$ cat src/rtl/ccp_steer_pkg.sv
package ccp_steer_pkg;
	// ------------------------------------------------------------
	// register offsets (plain port, word index)
	// ------------------------------------------------------------
	localparam logic [3:0] ctrl2_off       = 4'h0; // control 2
	localparam logic [3:0] irq_status_off  = 4'h1; // sticky events, ro
	localparam logic [3:0] irq_enable_off  = 4'h2; // event enables
	localparam logic [3:0] irq_clear_off   = 4'h3; // write one to clear
	localparam logic [3:0] live_status_off = 4'h4; // live steering state

	// ------------------------------------------------------------
	// control 2 field positions
	// ------------------------------------------------------------
	localparam int sync_bit      = 31; // output_enable_sync
	localparam int steer_lsb     = 24; // output_steer_enables 29:24
	localparam int gate_lsb      = 22; // capture_gate_mode 23:22
	localparam int aux_lsb       = 19; // aux_out_select 20:19
	localparam int src_lsb       = 16; // capture_source_select 18:16
	localparam int restart_bit   = 15; // pwm_auto_restart
	localparam int gate_mode_bit = 14; // shutdown gate mode bit
	localparam int sw_shut_bit   = 12; // software shutdown gate
	localparam int asdg_lsb      = 0;  // shutdown_gate_sources 7:0

	// writable mask: 30, 21, 13, 11:8 unimplemented
	localparam logic [31:0] ctrl2_wmask = 32'hbfdfd0ff;
	// output a steering enable set at reset
	localparam logic [31:0] ctrl2_reset = 32'h01000000;

	// ------------------------------------------------------------
	// encodings
	// ------------------------------------------------------------
	localparam logic [1:0] gate_level = 2'h0;
	localparam logic [1:0] gate_rise  = 2'h1;
	localparam logic [1:0] gate_fall  = 2'h2;
	localparam logic [1:0] aux_off    = 2'h0;
	localparam logic [1:0] aux_roll   = 2'h1;
	localparam logic [1:0] aux_mode   = 2'h2;
	localparam logic [1:0] aux_event  = 2'h3;
	localparam logic [2:0] src_pin    = 3'h0;
	localparam logic [2:0] src_cmp1   = 3'h1;
	localparam logic [2:0] src_cmp2   = 3'h2;
	localparam logic [2:0] src_cell1  = 3'h4;
	localparam logic [2:0] src_cell2  = 3'h5;

	// ------------------------------------------------------------
	// interrupt event bits
	// ------------------------------------------------------------
	localparam int ev_capture  = 0; // accepted capture
	localparam int ev_shutdown = 1; // shutdown event set
	localparam int ev_restart  = 2; // automatic restart
	localparam int ev_steer    = 3; // held steering applied at rollover
	localparam int ev_width    = 4;
endpackage : ccp_steer_pkg

$ cat src/rtl/ccp_output_steer_capture_gating.sv
module ccp_output_steer_capture_gating
#(
	parameter bit multi_output = 1'b1 // multi_output_variant
)
(
	input  wire logic        clk,
	input  wire logic        rst_n,
	input  wire logic [3:0]  reg_addr,
	input  wire logic [31:0] reg_wdata,
	input  wire logic        reg_wr,
	input  wire logic        reg_rd,
	output logic      [31:0] reg_rdata,
	input  wire logic        tb_rollover,
	input  wire logic        timer_mode,
	input  wire logic        mode_signal,
	input  wire logic        compare_event,
	input  wire logic [5:0]  waveform,
	input  wire logic        capture_input_pin,
	input  wire logic        comparator_1,
	input  wire logic        comparator_2,
	input  wire logic        logic_cell_1,
	input  wire logic        logic_cell_2,
	input  wire logic        gate_source,
	input  wire logic        capture_edge,
	input  wire logic [7:0]  shutdown_inputs,
	input  wire logic        shutdown_clear_sw,
	output logic [5:0]       compare_output_pin,
	output logic [5:0]       compare_output_oe_n,
	output logic             capture_event,
	output logic             capture_disable_flag,
	output logic             shutdown_event_flag,
	output logic             aux_out,
	output logic             irq
);
	// ------------------------------------------------------------
	// storage
	// ------------------------------------------------------------
	localparam int       ev_w = ccp_steer_pkg::ev_width; // event count
	logic [31:0]         ctrl_q;      // control 2 image
	logic [5:0]          steer_q;     // applied steering
	logic [5:0]          pend_q;      // steering awaiting rollover
	logic                pend_v_q;    // pending update present
	logic [ev_w-1:0]     ev_stat_q;   // sticky events
	logic [ev_w-1:0]     ev_en_q;     // event enables
	logic                gate_prev_q; // gating level last cycle
	logic                src_prev_q;  // capture input last cycle
	logic [5:0]          steer_mask;  // implemented enables
	logic [ev_w-1:0]     ev_now;      // events this cycle

	// ------------------------------------------------------------
	// synchronised pins
	// ------------------------------------------------------------
	logic [12:0] pins_s; // pin levels after two flops
	ccp_sync2 #(.width(13)) u_sync
	(
		.clk      (clk),
		.rst_n    (rst_n),
		.async_in ({shutdown_inputs, gate_source, logic_cell_2,
			logic_cell_1, comparator_2,
			comparator_1}),
		.sync_out (pins_s)
	);
	// pin for the remappable source sampled separately
	logic [0:0] cap_pin_s;
	ccp_sync2 #(.width(1)) u_sync_pin
	(
		.clk      (clk),
		.rst_n    (rst_n),
		.async_in (capture_input_pin),
		.sync_out (cap_pin_s)
	);

	logic [7:0] shut_s; // synchronised shutdown sources
	logic       gate_s; // synchronised gating source
	assign shut_s = pins_s[12:5];
	assign gate_s = pins_s[4];

	// single-output parts keep only output a
	assign steer_mask = multi_output ? 6'h3f : 6'h01;

	// ------------------------------------------------------------
	// decode helpers
	// ------------------------------------------------------------
	function automatic logic hit(input logic [3:0] a);
		hit = reg_wr && (reg_addr == a);
	endfunction : hit

	logic [1:0] gmode;  // capture_gate_mode
	logic [2:0] srcsel; // capture_source_select
	logic [1:0] auxsel; // aux_out_select
	assign gmode  = ctrl_q[ccp_steer_pkg::gate_lsb +: 2];
	assign srcsel = ctrl_q[ccp_steer_pkg::src_lsb +: 3];
	assign auxsel = ctrl_q[ccp_steer_pkg::aux_lsb +: 2];

	// ------------------------------------------------------------
	// control register write
	// ------------------------------------------------------------
	always_ff @(posedge clk or negedge rst_n)
	begin
		if (!rst_n)
			ctrl_q <= ccp_steer_pkg::ctrl2_reset;
		else if (hit(ccp_steer_pkg::ctrl2_off))
			// unimplemented bits held at zero
			ctrl_q <= reg_wdata & ccp_steer_pkg::ctrl2_wmask
				& {2'h3, steer_mask, 24'hffffff};
	end

	// ------------------------------------------------------------
	// steering update, immediate or at rollover
	// ------------------------------------------------------------
	logic [5:0] wr_steer; // steering bits of this write
	assign wr_steer = reg_wdata[ccp_steer_pkg::steer_lsb +: 6]
		& steer_mask;

	always_ff @(posedge clk or negedge rst_n)
	begin
		if (!rst_n)
		begin
			steer_q  <= 6'h01;
			pend_q   <= 6'h01;
			pend_v_q <= 1'b0;
		end
		else if (hit(ccp_steer_pkg::ctrl2_off))
		begin
			if (reg_wdata[ccp_steer_pkg::sync_bit])
			begin
				pend_q   <= wr_steer; // held for rollover
				pend_v_q <= 1'b1;
			end
			else
			begin
				steer_q  <= wr_steer; // applied at once
				pend_v_q <= 1'b0;
			end
		end
		else if (pend_v_q && tb_rollover)
		begin
			steer_q  <= pend_q; // time base reset or rollover
			pend_v_q <= 1'b0;
		end
	end

	// ------------------------------------------------------------
	// pin drive: owned pins carry waveform, others released
	// ------------------------------------------------------------
	always_ff @(posedge clk or negedge rst_n)
	begin
		if (!rst_n)
		begin
			compare_output_pin  <= 6'h00;
			compare_output_oe_n <= 6'h3f;
		end
		else
		begin
			// shutdown forces owned pins low, still driven
			compare_output_pin  <= waveform & steer_q
				& {6{~shutdown_event_flag}};
			compare_output_oe_n <= ~steer_q;
		end
	end

	// ------------------------------------------------------------
	// capture source select
	// ------------------------------------------------------------
	logic cap_src; // selected capture level
	always_comb
	begin
		unique case (srcsel)
			ccp_steer_pkg::src_pin:   cap_src = cap_pin_s[0];
			ccp_steer_pkg::src_cmp1:  cap_src = pins_s[0];
			ccp_steer_pkg::src_cmp2:  cap_src = pins_s[1];
			ccp_steer_pkg::src_cell1: cap_src = pins_s[2];
			ccp_steer_pkg::src_cell2: cap_src = pins_s[3];
			default:                  cap_src = 1'b0; // reserved
		endcase
	end

	// ------------------------------------------------------------
	// capture gating
	// ------------------------------------------------------------
	always_ff @(posedge clk or negedge rst_n)
	begin
		if (!rst_n)
		begin
			gate_prev_q          <= 1'b0;
			capture_disable_flag <= 1'b0;
		end
		else
		begin
			gate_prev_q <= gate_s;
			unique case (gmode)
				ccp_steer_pkg::gate_level:
					capture_disable_flag <= ~gate_s;
				ccp_steer_pkg::gate_rise:
					if (gate_s && !gate_prev_q)
						capture_disable_flag <= 1'b0;
				ccp_steer_pkg::gate_fall:
					if (!gate_s && gate_prev_q)
						capture_disable_flag <= 1'b1;
				default:
					; // reserved code keeps the flag
			endcase
		end
	end

	// ------------------------------------------------------------
	// capture event: selected edge while enabled
	// ------------------------------------------------------------
	// a source switch can look like an edge: switch while disabled
	logic cap_hit; // selected input edge
	assign cap_hit = (cap_src != src_prev_q) &&
		(cap_src == capture_edge);

	always_ff @(posedge clk or negedge rst_n)
	begin
		if (!rst_n)
		begin
			src_prev_q    <= 1'b0;
			capture_event <= 1'b0;
		end
		else
		begin
			src_prev_q    <= cap_src;
			capture_event <= cap_hit && !capture_disable_flag;
		end
	end

	// ------------------------------------------------------------
	// auto-shutdown and restart
	// ------------------------------------------------------------
	logic shut_any; // any enabled source active
	assign shut_any = |(shut_s & ctrl_q[ccp_steer_pkg::asdg_lsb +: 8])
		|| ctrl_q[ccp_steer_pkg::sw_shut_bit];

	always_ff @(posedge clk or negedge rst_n)
	begin
		if (!rst_n)
		begin
			shutdown_event_flag <= 1'b0;
		end
		else if (shut_any)
		begin
			// set wins over every clear
			shutdown_event_flag <= 1'b1;
		end
		else if (ctrl_q[ccp_steer_pkg::restart_bit])
		begin
			if (shutdown_event_flag && tb_rollover)
				shutdown_event_flag <= 1'b0; // next period
		end
		else if (shutdown_clear_sw)
			shutdown_event_flag <= 1'b0; // software only
	end

	// ------------------------------------------------------------
	// auxiliary output
	// ------------------------------------------------------------
	always_ff @(posedge clk or negedge rst_n)
	begin
		if (!rst_n)
			aux_out <= 1'b0;
		else
		begin
			unique case (auxsel)
				ccp_steer_pkg::aux_off:   aux_out <= 1'b0;
				ccp_steer_pkg::aux_roll:  aux_out <= tb_rollover;
				ccp_steer_pkg::aux_mode:  aux_out <= mode_signal;
				ccp_steer_pkg::aux_event: aux_out <= !timer_mode &&
					(compare_event || capture_event);
			endcase
		end
	end

	// ------------------------------------------------------------
	// interrupt status, enable, clear
	// ------------------------------------------------------------
	always_comb
	begin
		ev_now = '0;
		ev_now[ccp_steer_pkg::ev_capture]  = capture_event;
		ev_now[ccp_steer_pkg::ev_shutdown] = shut_any &&
			!shutdown_event_flag;
		ev_now[ccp_steer_pkg::ev_restart]  = !shut_any &&
			ctrl_q[ccp_steer_pkg::restart_bit] &&
			shutdown_event_flag && tb_rollover;
		ev_now[ccp_steer_pkg::ev_steer]    = pend_v_q && tb_rollover &&
			!hit(ccp_steer_pkg::ctrl2_off);
	end

	always_ff @(posedge clk or negedge rst_n)
	begin
		if (!rst_n)
		begin
			ev_stat_q <= '0;
			ev_en_q   <= '0;
		end
		else
		begin
			// new event wins over a clear in the same cycle
			if (hit(ccp_steer_pkg::irq_clear_off))
				ev_stat_q <= (ev_stat_q & ~reg_wdata[ev_w-1:0]) | ev_now;
			else
				ev_stat_q <= ev_stat_q | ev_now;
			if (hit(ccp_steer_pkg::irq_enable_off))
				ev_en_q <= reg_wdata[ev_w-1:0];
		end
	end

	always_ff @(posedge clk or negedge rst_n)
	begin
		if (!rst_n)
			irq <= 1'b0;
		else
			irq <= |(ev_stat_q & ev_en_q);
	end

	// ------------------------------------------------------------
	// read port, data one cycle after strobe
	// ------------------------------------------------------------
	always_ff @(posedge clk or negedge rst_n)
	begin
		if (!rst_n)
			reg_rdata <= 32'h00000000;
		else if (reg_rd)
		begin
			unique case (reg_addr)
				ccp_steer_pkg::ctrl2_off:       reg_rdata <= ctrl_q;
				ccp_steer_pkg::irq_status_off:
					reg_rdata <= {28'h0000000, ev_stat_q};
				ccp_steer_pkg::irq_enable_off:
					reg_rdata <= {28'h0000000, ev_en_q};
				ccp_steer_pkg::live_status_off:
					reg_rdata <= {21'h000000, shutdown_event_flag,
						capture_disable_flag, pend_v_q, steer_q, 2'h0};
				default:                         reg_rdata <= 32'h00000000;
			endcase
		end
		else
			reg_rdata <= 32'h00000000;
	end
endmodule : ccp_output_steer_capture_gating

$ cat src/rtl/ccp_sync2.sv
// ------------------------------------------------------------
// two-flop synchroniser for a bank of pin levels
// ------------------------------------------------------------
module ccp_sync2
#(
	parameter int width = 1
)
(
	input  wire logic             clk,
	input  wire logic             rst_n,
	input  wire logic [width-1:0] async_in,
	output logic      [width-1:0] sync_out
);
	logic [width-1:0] meta_q; // first stage, read only by second

	// first and second stage
	always_ff @(posedge clk or negedge rst_n)
	begin
		if (!rst_n)
		begin
			meta_q   <= '0;
			sync_out <= '0;
		end
		else
		begin
			meta_q   <= async_in;
			sync_out <= meta_q;
		end
	end
endmodule : ccp_sync2

$ cat config.mk
export PLATFORM = sky130hd
export DESIGN_NAME = ccp_output_steer_capture_gating
export DESIGN_NICKNAME = d
export VERILOG_FILES = /design/src/rtl/ccp_steer_pkg.sv /design/src/rtl/ccp_output_steer_capture_gating.sv /design/src/rtl/ccp_sync2.sv
export SDC_FILE = /design/constraint.sdc
export NUM_CORES = 1
export LEC_CHECK = 0
export BUFFER_PORTS_ARGS = -buffer_cell sky130_fd_sc_hd__buf_2
export CORE_AREA = 4 4 99 101
export CTS_CLUSTER_DIAMETER = 120
export DETAILED_ROUTE_END_ITERATION = 8
export DIE_AREA = 0 0 103 105
export PLACE_DENSITY = 0.86
export SLEW_MARGIN = 40
export SYNTH_ARGS = -nofsm -noshare
export SYNTH_HDL_FRONTEND = slang
export SYNTH_HIERARCHICAL = 1
export SYNTH_SLANG_ARGS = --single-unit
$ cat constraint.sdc
create_clock -name clk -period 1.7 [get_ports clk]
set_clock_uncertainty 0.15 [all_clocks]
set_input_delay 0.17 -clock clk [delete_from_list [all_inputs] [get_ports clk]]
set_output_delay 0.17 -clock clk [all_outputs]
set_load 0.005 [all_outputs]
* After elaboration in Yosys (flattened, before gate mapping)
Cells that the tools add are included.
Storage, ports and cells: register bits 125, input bits 66, output and inout port bits 49, logic and storage cells 105
Operators by class: reductions and logical operators 37, mux-type cells 18, equality and inequality tests 19, bitwise logic cells 11
Operators with widths (number):
- $pmux 32 s4 | 1
- $mux 32 | 1
- $mux 6 | 3
- $logic_and 1x1->1 | 15
- $and 6x6->6 | 2
- $mux 1 | 9
- $and 4x4->4 | 2
- $and 8x8->8 | 1
- $eq 4x2->1 const B | 2
- $or 4x4->4 | 2
- $reduce_or 8->1 | 1
- $logic_not 1->1 | 7
- $eq 2x2->1 const B | 3
- $eq 3x3->1 const B | 2
- $ne 2x2->1 const B | 3
- $not 6->6 | 1
- $reduce_and 2->1 | 3
- $reduce_bool 3->1 | 2
- $pmux 1 s5 | 1
- $eq 2x1->1 const B | 2
- $eq 4x1->1 const B | 1
- $eq 4x3->1 const B | 1
- $logic_not 2->1 | 2
- $logic_not 4->1 | 1
- 15 further kinds | 17

* Depth between registers and ports, before layout
Gate-level depths: netlist of the first run.
depth in word-level cells 9, gate-level depth with buffers 7, gate-level depth less buffers 5

* Cells and area by module
Netlist of the first run, hierarchy kept.
By module, submodules not included:
- ccp_output_steer_capture_gating | seq. area each 2338.5 sq um, instances 1, area an instance 3816.2 sq um, cells each 289
- ccp_sync2 (u_sync) | seq. area each 650.6 sq um, instances 1, area an instance 650.6 sq um, cells each 26
- ccp_sync2 (u_sync_pin) | seq. area each 50.0 sq um, instances 1, area an instance 50.0 sq um, cells each 2

* Least setup slack after synthesis of the first run
Ideal clock, no wire load.
path type input to register, from in reg_addr[3], to reg ctrl_q[19], data required time 1425 ps, path slack 52 ps, arrival 1373 ps, stages on the path 6, setup time 125 ps, path buffers 3, cell sequence buf_6 nor4_4 and2_1 buf_6 buf_6 mux2_2
On the way: word-level cells in the longest chain between the ends 2
RTL lines:
- from (decl) | RTL line ccp_output_steer_capture_gating.sv:8 | input wire logic [3:0] reg_addr,
- $logic_not 4->1 | RTL line ccp_output_steer_capture_gating.sv:85 | hit = reg_wr && (reg_addr == a);
- $logic_and 1x1->1 | RTL line ccp_output_steer_capture_gating.sv:85
- to (signal assigned) | RTL line ccp_output_steer_capture_gating.sv:101 | ctrl_q <= ccp_steer_pkg::ctrl2_reset;
- to (signal assigned) | RTL line ccp_output_steer_capture_gating.sv:104 | ctrl_q <= reg_wdata & ccp_steer_pkg::ctrl2_wmask
- to (decl) | RTL line ccp_output_steer_capture_gating.sv:39 | logic [31:0] ctrl_q;
No other way between the ends. A chain may end at the register's enable or synchronous reset.

* Worst setup path in the final report of the first run
from in reg_addr[3], to reg ev_en_q[2]
On the way: word-level cells in the longest chain between the ends 2
RTL lines:
- $eq 4x2->1 | RTL line ccp_output_steer_capture_gating.sv:85
- $logic_and 1x1->1 | RTL line ccp_output_steer_capture_gating.sv:85
- to (signal assigned) | RTL line ccp_output_steer_capture_gating.sv:305 | ev_en_q <= reg_wdata[ev_w-1:0];
- to (decl) | RTL line ccp_output_steer_capture_gating.sv:44 | logic [ev_w-1:0] ev_en_q;
No other way between the ends.

==> impl_metrics.csv, run 1 <==
group,metric,value,unit
status,status,"finished clean",
worst_setup_path,r2r_setup_slack,110,ps
drt,wirelength,10.5,mm
min_path,worstHoldStart,"compare_event",
clock_tree,cts.sinks,121,
worst_setup_path,r2r-start,"ctrl_q[1]",
global_routing,grt_pass1_vias,3319,
worst_setup_path,crit_required,1940,ps
clock_tree,cts_buffers,17,
pwr,p_clk_share,42.4,%
drt,via_per_inst,5.02,
worst_setup_path,crit_buf_inv,3,
worst_setup_path,ff2ff_path_depth,5,
drt,via_count,3145,
global_routing,grt_overflow,0,
drt,ant_nets,0,
placement,place_hpwl,6.83,mm
drt,drt_first_pass_iters,4,
floorplanning,start_util,50.1,%
finish,instances_no_fill,627,
worst_setup_path,crit_slowest_cell,"dlygate4sd3_1",
clock_tree,clk_pin_slew,60,ps
finish,fin_util,72.1,%
pwr,pwr-share-comb,13.2,%
floorplanning,die_width,103,microns
global_routing,track_usage,20.5,%
sta,hold_viol,0,
logic_synthesis,ys_seq_area_share,67.3,%
logic_synthesis,synth.distinct_cells,46,
placement,placed_cell_area,5200,sq um
logic_synthesis,syn_avg_cell_area,14.2,sq um
placement,dp_cells,532,
worst_setup_path,crit_chain,"dlygate4sd3_1, buf_2, buf_4, nor2_1, and4b_1, mux2_2",
clock_tree,clockBufferDepth,2,
pwr,power_density,1300,nW/um^2
worst_setup_path,worstPathArrival,1890,ps
floorplanning,die-height,105,microns
clock_tree,cts_tree,"yes",
placement,gp_congestion,0.796,
clock_tree,htree_levels,4,
pwr,power_frac_seq,44.4,%
worst_setup_path,critical-path-top-delay-family,"buffers and inverters",
worst_setup_path,cp_max_fo,7,
pwr,p_leak,3.24,nW
worst_setup_path,rr_endpoint,"ev_stat_q[2]",
pwr,swShare,24.5,%
logic_synthesis,netlist_top_cells_area,"dfrtp_1, mux2_2, dfstp_2",
logic_synthesis,syn_area,4520,sq um
min_path,hold_path.class,"input pin to flip-flop",
finish,antenna_cells,0,
finish,finalNetCount,572,
min_path,min_path_cells,5,
global_routing,grt_pass1_wl,16.7,mm
pwr,ir_drop,0.769,mV
logic_synthesis,synth_top_cell_area_share,62.0,%
drt,wl_per_cell,16.7,microns
worst_setup_path,path_class,"input pin to flip-flop",
placement,io_buffers,103,
sta,setup_viol,0,
sta,min_period,1660,ps
finish,drive_above_1_share,40.3,%
floorplanning,dieArea,10800,sq um
finish,area_growth,43.9,%
worst_setup_path,startpoint_type,"input pin",
logic_synthesis,ys_ff_latch,121,
global_routing,antenna_found_initial,1,
logic_synthesis,syn_inst,317,
sta,period_share,97.6,%
logic_synthesis,yosysTopAreaCell,"dfrtp_1",
pwr,switching_power,0.00207,W
flow_run,maxCapViolCount,0,
logic_synthesis,synthArstFlopShare,100,%
worst_setup_path,critPathMaxStageDelay,530,ps
clock_tree,clkLatencyLatePin,500,ps
min_path,min_to,"aux_out",
drt,drt_iter0_drc,173,
logic_synthesis,synth_edf_count,0,
logic_synthesis,ys_warn_count,6,
global_routing,grt_max_degree,47,
worst_setup_path,endpoint_kind,"flip-flop",
clock_tree,clockRootBuffer,"clkbuf_8",
sta,max_freq,0.603,GHz
drt,drc_errors,0,
floorplanning,io_pins,115,
sta,rsz0062_at_grt,"no",
floorplanning,core,9020,sq um
pwr,intPower,0.00637,W
finish,fin_area,6500,sq um
floorplanning,num_rows,35,
sta,slew_viol_final,0,
logic_synthesis,ys.flop_type,"dfrtp_1",
sta,setup_tns,0,ps
-- Yosys cell counts, types with 2 or more instances --
cell type / instances
clkbuf_1: 6
mux2_2: 32
ha_1: 3
nand2_1: 22
and3_1: 20
buf_6: 8
o21ai_0: 5
nor3b_1: 2
dfstp_2: 9
nor2_1: 19
nor2b_1: 2
mux2i_1: 19
inv_1: 9
dfrtp_1: 112
nor4_2: 2
o2bb2ai_1: 3
a222oi_1: 2
a22oi_1: 8
buf_4: 4
a21oi_1: 4
-- worst reg2reg max path: stages, from the launching register on --
cell and delay (ps):
dfrtp_1 400, a222oi_1 330, nand3_1 130, a211oi_2 190
buf_4 160, a41o_1 170
-- power by group through the flow --
stage,combinational (W),clock [W],sequential [W]
global placement,0.000936,0,0.00375
CTS,0.00109,0.00364,0.00374
floorplan,0.000595,0,0.00366
global route,0.00124,0.00376,0.00379
detailed placement,0.000978,0,0.00379
finish,0.00111,0.00358,0.00374
-- placed cells by master, fill, tap and decap left out, types with 4 or more instances in the layout --
cell           count
conb_1             4
buf_4             15
clkbuf_16         18
and3_1            20
dlygate4sd3_1     57
mux2i_1           19
o21ai_0            5
nor2_1            19
dfrtp_1          112
buf_2            101
mux2_2            31
clkbuf_8           4
a21oi_1            4
buf_6              4
nand2_1           22
dfstp_2            9
a22oi_1            8
inv_1              9
-- stage by stage --
stage                     hold WS [ps]  power (W)  setup WS [ps]
after floorplan                   -276    0.00426           51.9
after global placement           -21.5    0.00469           10.2
after detailed placement         -15.6    0.00476          -8.22
after CTS                         27.2    0.00847           9.73
after global routing              37.9    0.00880           1.01
final                             30.3    0.00844           40.7
-- per-layer routing --
layer / routed length (microns) / track usage (%)
met3: 730 / 6.94
met4: 115 / 6.57
met2: 5330 / 32.2
met5: 7 / 0
met1: 4280 / 26.7
-- what timing repair did --
action / 4_1_cts / 5_1_grt
hold buffers: 57 / 1
endpoints found under the setup margin: 0 / 22
hold endpoints to repair: 184 / 2
resized for setup: 0 / 11
buffers inserted: 0 / 3
-- state kept, by name, indices dropped and copies added, names as in the netlist, 4 cells and up --
signal,count
compare_output_pin,6
u_sync/sync_out,13
ctrl_q,25
pend_q,6
steer_q,6
compare_output_oe_n,6
ev_en_q,4
u_sync/meta_q,13
reg_rdata,28
ev_stat_q,4
-- cell type report --
type | instances | area [sq um]
sequential | 121 | 3040
fill | 590 | 2520
timing repair buffer | 183 | 1360
multi-input combinational | 171 | 1330
clock buffer | 21 | 459
clock inverter | 11 | 145
tap | 111 | 139
inverter | 9 | 33.8
-- logic make-up after synthesis --
logic type | Yosys count | synth area share (%)
adder cells (fa/ha/maj) | 4 | 1.08
other | 1 | 0.0830
AND/OR/NAND/NOR | 82 | 10.4
multiplexers | 52 | 12.5
flip-flops | 121 | 67.3
AO/OA/AOI/OAI | 29 | 4.65
buffers and inverters | 28 | 4.02
-- worst max path at each step --
stage,endpoint,from,depth (start not counted)
after detailed placement,steer_q[5],reg_addr[1],6
after global placement,pend_q[4],reg_addr[1],6
final,ev_en_q[2],reg_addr[3],6
after global routing,pend_q[5],reg_addr[3],7
after floorplan,ctrl_q[19],reg_addr[3],6
after CTS,steer_q[5],reg_addr[3],7
Note: power is estimated with default switching activity, not from simulation.
==> run 2, diff against run 1 <==
- PLACE_DENSITY: 0.86 -> 0.81
==> run 2 against run 1 <==
  * Clock-buffer cell count fell by 3
  * Flip-flop and latch count stayed put
  * Maximum frequency increased by 0.90%
  * Largest power group is now clock
==> impl_metrics.csv, run 2 (synthesis gave the netlist of run 1 again) <==
group,metric,value,unit
finish,area_growth,42.5,%
pwr,p_leak,3.21,nW
sta,setup_viol,0,
sta,hold_viol,0,
drt,via_per_inst,5.15,
placement,place_hpwl,6.76,mm
clock_tree,cts_buffers,17,
sta,min_period,1640,ps
global_routing,grt_pass1_vias,3405,
worst_setup_path,crit_chain,"dlygate4sd3_1, buf_2, buf_4, nor2_1, and4b_2, mux2_2",
pwr,ir_drop,1.02,mV
worst_setup_path,cp_max_fo,7,
finish,finalNetCount,563,
drt,drt_first_pass_iters,4,
drt,wl_per_cell,17.5,microns
floorplanning,core,9020,sq um
clock_tree,clkLatencyLatePin,510,ps
finish,top_regs,"reg_rdata (28), ctrl_q (25)",
finish,largest_reg_flops,28,
placement,placed_cell_area,5190,sq um
sta,period_share,96.7,%
global_routing,grt_pass1_wl,17.5,mm
min_path,hold_path.class,"input pin to flip-flop",
clock_tree,clockRootBuffer,"clkbuf_8",
sta,rsz0062_at_grt,"no",
pwr,power_density,1380,nW/um^2
finish,drive_above_1_share,40.0,%
worst_setup_path,worstPathArrival,1890,ps
drt,via_count,3182,
finish,antenna_cells,0,
flow_run,maxCapViolCount,0,
floorplanning,io_pins,115,
finish,final_common_cell,"dfrtp_1",
worst_setup_path,crit_required,1950,ps
worst_setup_path,critPathMaxStageDelay,530,ps
sta,slew_viol_final,0,
placement,gp_congestion,0.828,
status,status,"finished clean",
sta,setup_tns,0,ps
clock_tree,cts.sinks,121,
floorplanning,die_width,103,microns
global_routing,grt_overflow,0,
global_routing,met2_usage,36.7,%
placement,io_buffers,103,
clock_tree,clk_pin_slew,60,ps
global_routing,use_met1,26.1,%
worst_setup_path,startpoint_type,"input pin",
global_routing,track_usage,21.6,%
global_routing,use_met3,6.21,%
global_routing,grt_busiest_layer,"met2",
worst_setup_path,crit_buf_inv,3,
drt,ant_nets,0,
floorplanning,dieArea,10800,sq um
drt,drt_iter0_drc,135,
worst_setup_path,path_class,"input pin to flip-flop",
clock_tree,htree_levels,4,
clock_tree,clockBufferDepth,2,
global_routing,antenna_found_initial,0,
drt,wirelength,10.8,mm
global_routing,grt_max_degree,63,
finish,registers.top_by_ff_count,"reg_rdata",
worst_setup_path,crit_slowest_cell,"dlygate4sd3_1",
sta,max_freq,0.608,GHz
floorplanning,start_util,50.1,%
finish,layout_common_cells,"dfrtp_1, buf_2, dlygate4sd3_1, mux2_2, nand2_1",
clock_tree,cts_tree,"yes",
floorplanning,num_rows,35,
worst_setup_path,endpoint_kind,"flip-flop",
drt,drc_errors,0,
worst_setup_path,critical-path-top-delay-family,"buffers and inverters",
floorplanning,die-height,105,microns
finish,fin_area,6440,sq um
[run 2: changes by cell type in the layout (fill, tap and decap cells not counted), sizes merged]
| cell | before | now |
|---|---|---|
| buf | 123 | 118 |
| clkbuf | 23 | 18 |
| bufinv | 3 | 6 |
| inv | 9 | 11 |
| clkinv | 5 | 4 |
| clkinvlp | 3 | 2 |
| dlygate4sd3 | 57 | 56 |
| dlymetal6s4s | 1 | 0 |
[run 2: path summary, 6_finish.rpt]
path,from,endpoint,slack (ps),cells past startpoint
max,reg_addr[3],ev_en_q[0],60,6
min,reg_addr[0],reg_rdata[0],50,4
max reg2reg,ctrl_q[18],capture_event,110,4
min reg2reg,u_sync/meta_q[9],u_sync/sync_out[9],200,0
max in group asynchronous,rst_n,steer_q[0],1010,3
min in group asynchronous,rst_n,u_sync/meta_q[4],60,3
[run 2: layer usage]
layer | share of wire (%) | vias up
met5 | 0 | -
met4 | 1.7 | 0
met3 | 7.0 | 17
met2 | 53 | 126
met1 | 38 | 1589
li1 | - | 1450
[run 2: metrics by stage]
step           hold slack, ps  std cells  power, W  worst slack (ps)  utilization, %
2_1_floorplan            -276        320   0.00426              51.9               -
4_1_cts                  41.6        617   0.00892              27.1            71.2
5_1_grt                  64.8        618   0.00927              5.12            71.4
3_5_place_dp             62.4        529   0.00476              15.5            57.6
6_report                 50.2        618   0.00888              55.5            71.4
3_3_place_gp             51.2        529   0.00469              35.9            57.6
[run 2: where the power goes]
part	internal [W]	total (W)	switching [W]
Sequential	0.00339	0.00374	0.000343
Clock	0.00273	0.00403	0.00130
Combinational	0.000626	0.00111	0.000486
[run 2: final cells by class]
cell class / instances / area, sq um
clock buffer: 18 / 428
clock inverter: 14 / 244
fill: 591 / 2580
inverter: 9 / 33.8
multi-input combinational: 171 / 1310
sequential: 121 / 3040
tap: 111 / 139
timing repair buffer: 174 / 1240
[run 2: timing repair]
action                                  in CTS  in global routing
hold endpoints to repair                   192                  0
gates resized for setup                      0                  3
endpoints found under the setup margin       0                  7
hold buffers                                56                  0
setup buffers                                0                  1
[run 2: worst reg2reg max path, stage by stage (launching register included)]
cell and delay [ps]:
dfrtp_1 460, mux2i_1 240, nor3_1 70, or3_1 420
mux2i_1 140
==> run 3, diff against run 2 <==
- REMOVE_ABC_BUFFERS: unset -> 1
==> run 3 against run 2 <==
  * Flip-flop and latch count is the same
  * Cell area grew 0.58%
  * Die area is the same
  * Routed wire length shrank 1.6%
  * Cell count grew 1.5%
  * Hold slack lost 24 ps
  * Non-clock buffer count grew 9
  * Register-to-register slack lost 30 ps
  * Via count grew 0.25%
  * Critical endpoint is now ev_en_q[2]
  * Highest routed layer unchanged
==> impl_metrics.csv, run 3 (synthesis gave the netlist of run 1 again) <==
group,metric,value,unit
floorplanning,num_rows,35,
floorplanning,start_util,50.1,%
clock_tree,clkLatencyLatePin,500,ps
flow_run,maxCapViolCount,0,
sta,rsz0062_at_grt,"no",
global_routing,grt_overflow,0,
floorplanning,core,9020,sq um
status,status,"finished clean",
min_path,worstHoldStart,"reg_addr[3]",
pwr,power_density,1250,nW/um^2
sta,layout_setup_ws,37.0,ps
placement,io_buffers,103,
finish,largest_reg_flops,28,
worst_setup_path,critPathLaunch,"reg_addr[3]",
floorplanning,die-height,105,microns
drt,wl_per_cell,17.0,microns
drt,wirelength,10.6,mm
pwr,intPower,0.00608,W
sta,slew_viol_final,0,
clock_tree,htree_levels,4,
global_routing,grt_pass1_vias,3361,
pwr,pwr-share-comb,13.7,%
worst_setup_path,critPathMaxStageDelay,610,ps
finish,area_growth,43.4,%
sta,period_share,97.8,%
sta,hold_viol,0,
sta,max_freq,0.601,GHz
clock_tree,clockBufferDepth,2,
sta,setup_tns,0,ps
global_routing,grt_pass1_wl,16.5,mm
finish,final_common_cell,"dfrtp_1",
finish,registers.top_by_ff_count,"reg_rdata",
clock_tree,cts.sinks,121,
global_routing,grt_max_degree,46,
worst_setup_path,crit_required,1920,ps
clock_tree,clk_pin_slew,50,ps
worst_setup_path,path_class,"input pin to flip-flop",
drt,via_count,3190,
drt,via_per_inst,5.09,
placement,gp_congestion,0.846,
drt,drc_errors,0,
pwr,p_leak,3.22,nW
min_path,hold_path.class,"input pin to flip-flop",
pwr,power_frac_seq,46.0,%
clock_tree,clockRootBuffer,"clkbuf_8",
drt,drt_iter0_drc,141,
pwr,p_clk_share,40.3,%
placement,place_ws,-51.8,ps
floorplanning,die_width,103,microns
clock_tree,cts_tree,"yes",
worst_setup_path,startpoint_type,"input pin",
worst_setup_path,r2r-start,"capture_event",
sta,min_period,1660,ps
global_routing,antenna_found_initial,0,
pwr,ir_drop,0.756,mV
drt,ant_nets,0,
finish,top_regs,"reg_rdata (28), ctrl_q (25)",
floorplanning,io_pins,115,
worst_setup_path,crit_slowest_cell,"dlygate4sd3_1",
floorplanning,dieArea,10800,sq um
pwr,swShare,25.1,%
finish,antenna_cells,0,
finish,fillers,589,
finish,finalNetCount,572,
worst_setup_path,cp_max_fo,6,
worst_setup_path,endpoint_kind,"flip-flop",
clock_tree,cts_buffers,17,
placement,place_hpwl,6.50,mm
sta,setup_viol,0,
finish,drive_above_1_share,41.1,%
finish,layout_common_cells,"dfrtp_1, buf_2, dlygate4sd3_1, mux2_2, nand2_1",
sta,slew-limit-headroom,61.7,%
worst_setup_path,worstPathArrival,1890,ps
pwr,switching_power,0.00204,W
sta,worstMarginPinSlew,572,ps
drt,drt_first_pass_iters,4,
global_routing,track_usage,20.2,%
worst_setup_path,crit_chain,"buf_2, dlygate4sd3_1, buf_4, nor2_2, and4b_2, mux2_2",
==> run 3: final cells by class <==
type	count	area [sq um]	area share [%]
Clock inverter	11	98.8	1.53
Timing Repair Buffer	183	1360	21.0
Multi-Input combinational cell	171	1340	20.7
Tap cell	111	139	2.14
Inverter	9	33.8	0.522
Sequential cell	121	3040	47.0
Clock buffer	21	459	7.09
==> run 3: timing repair <==
action	CTS	global route
pin swaps	0	4
gates cloned	0	3
hold buffers	59	0
buffers inserted	0	4
endpoints found under the hold margin	196	0
resized for setup	1	15
setup endpoints to repair	1	25
==> run 3: path summary, 6_finish.rpt <==
| check | cells after the start | endpoint | slack (ps) |
|---|---|---|---|
| worst max-delay path | 6 | ev_en_q[2] | 40 |
| worst max register to register | 5 | aux_out | 80 |
| worst min-delay path | 6 | ctrl_q[31] | 30 |
| min in group asynchronous | 2 | ctrl_q[24] | 80 |
| max in group asynchronous | 3 | reg_rdata[7] | 900 |
| worst min register to register | 0 | u_sync/sync_out[6] | 200 |
==> run 3: routing by layer <==
| layer | share of wire [%] | up-vias | wire [microns] | global-route usage (%) |
|---|---|---|---|---|
| li1 | - | 1473 | - | - |
| met5 | 0 | - | 0 | 0 |
| met2 | 52 | 104 | 5580 | 32.7 |
| met3 | 5.8 | 17 | 621 | 5.34 |
| met4 | 2.0 | 0 | 214 | 8.51 |
| met1 | 40 | 1596 | 4210 | 25.4 |
==> run 3: power by group through the flow <==
| stage | registers, W | logic, W | clock network (W) |
|---|---|---|---|
| after floorplan | 0.00367 | 0.000542 | 0 |
| after global placement | 0.00375 | 0.000933 | 0 |
| after detailed placement | 0.00376 | 0.000971 | 0 |
| after CTS | 0.00372 | 0.00110 | 0.00332 |
| after global routing | 0.00379 | 0.00124 | 0.00349 |
| final | 0.00373 | 0.00111 | 0.00327 |
==> run 3: stage by stage <==
stage / instance area [sq um] / utilization, % / cells / power [W] / hold WS, ps
floorplan: 4380 / - / 301 / 0.00421 / -276
global placement: 5180 / 57.4 / 529 / 0.00468 / -58.4
detailed placement: 5180 / 57.4 / 529 / 0.00473 / -53.3
CTS: 6330 / 70.2 / 620 / 0.00814 / 45.1
global route: 6470 / 71.8 / 627 / 0.00853 / 30.3
finish: 6470 / 71.8 / 627 / 0.00812 / 26.0
==> run 3: critical path: cells and delay by family <==
family / cells / cell delay, ps
buffers and inverters: 3 / 910
muxes: 1 / 350
and+or+nand+nor: 2 / 460
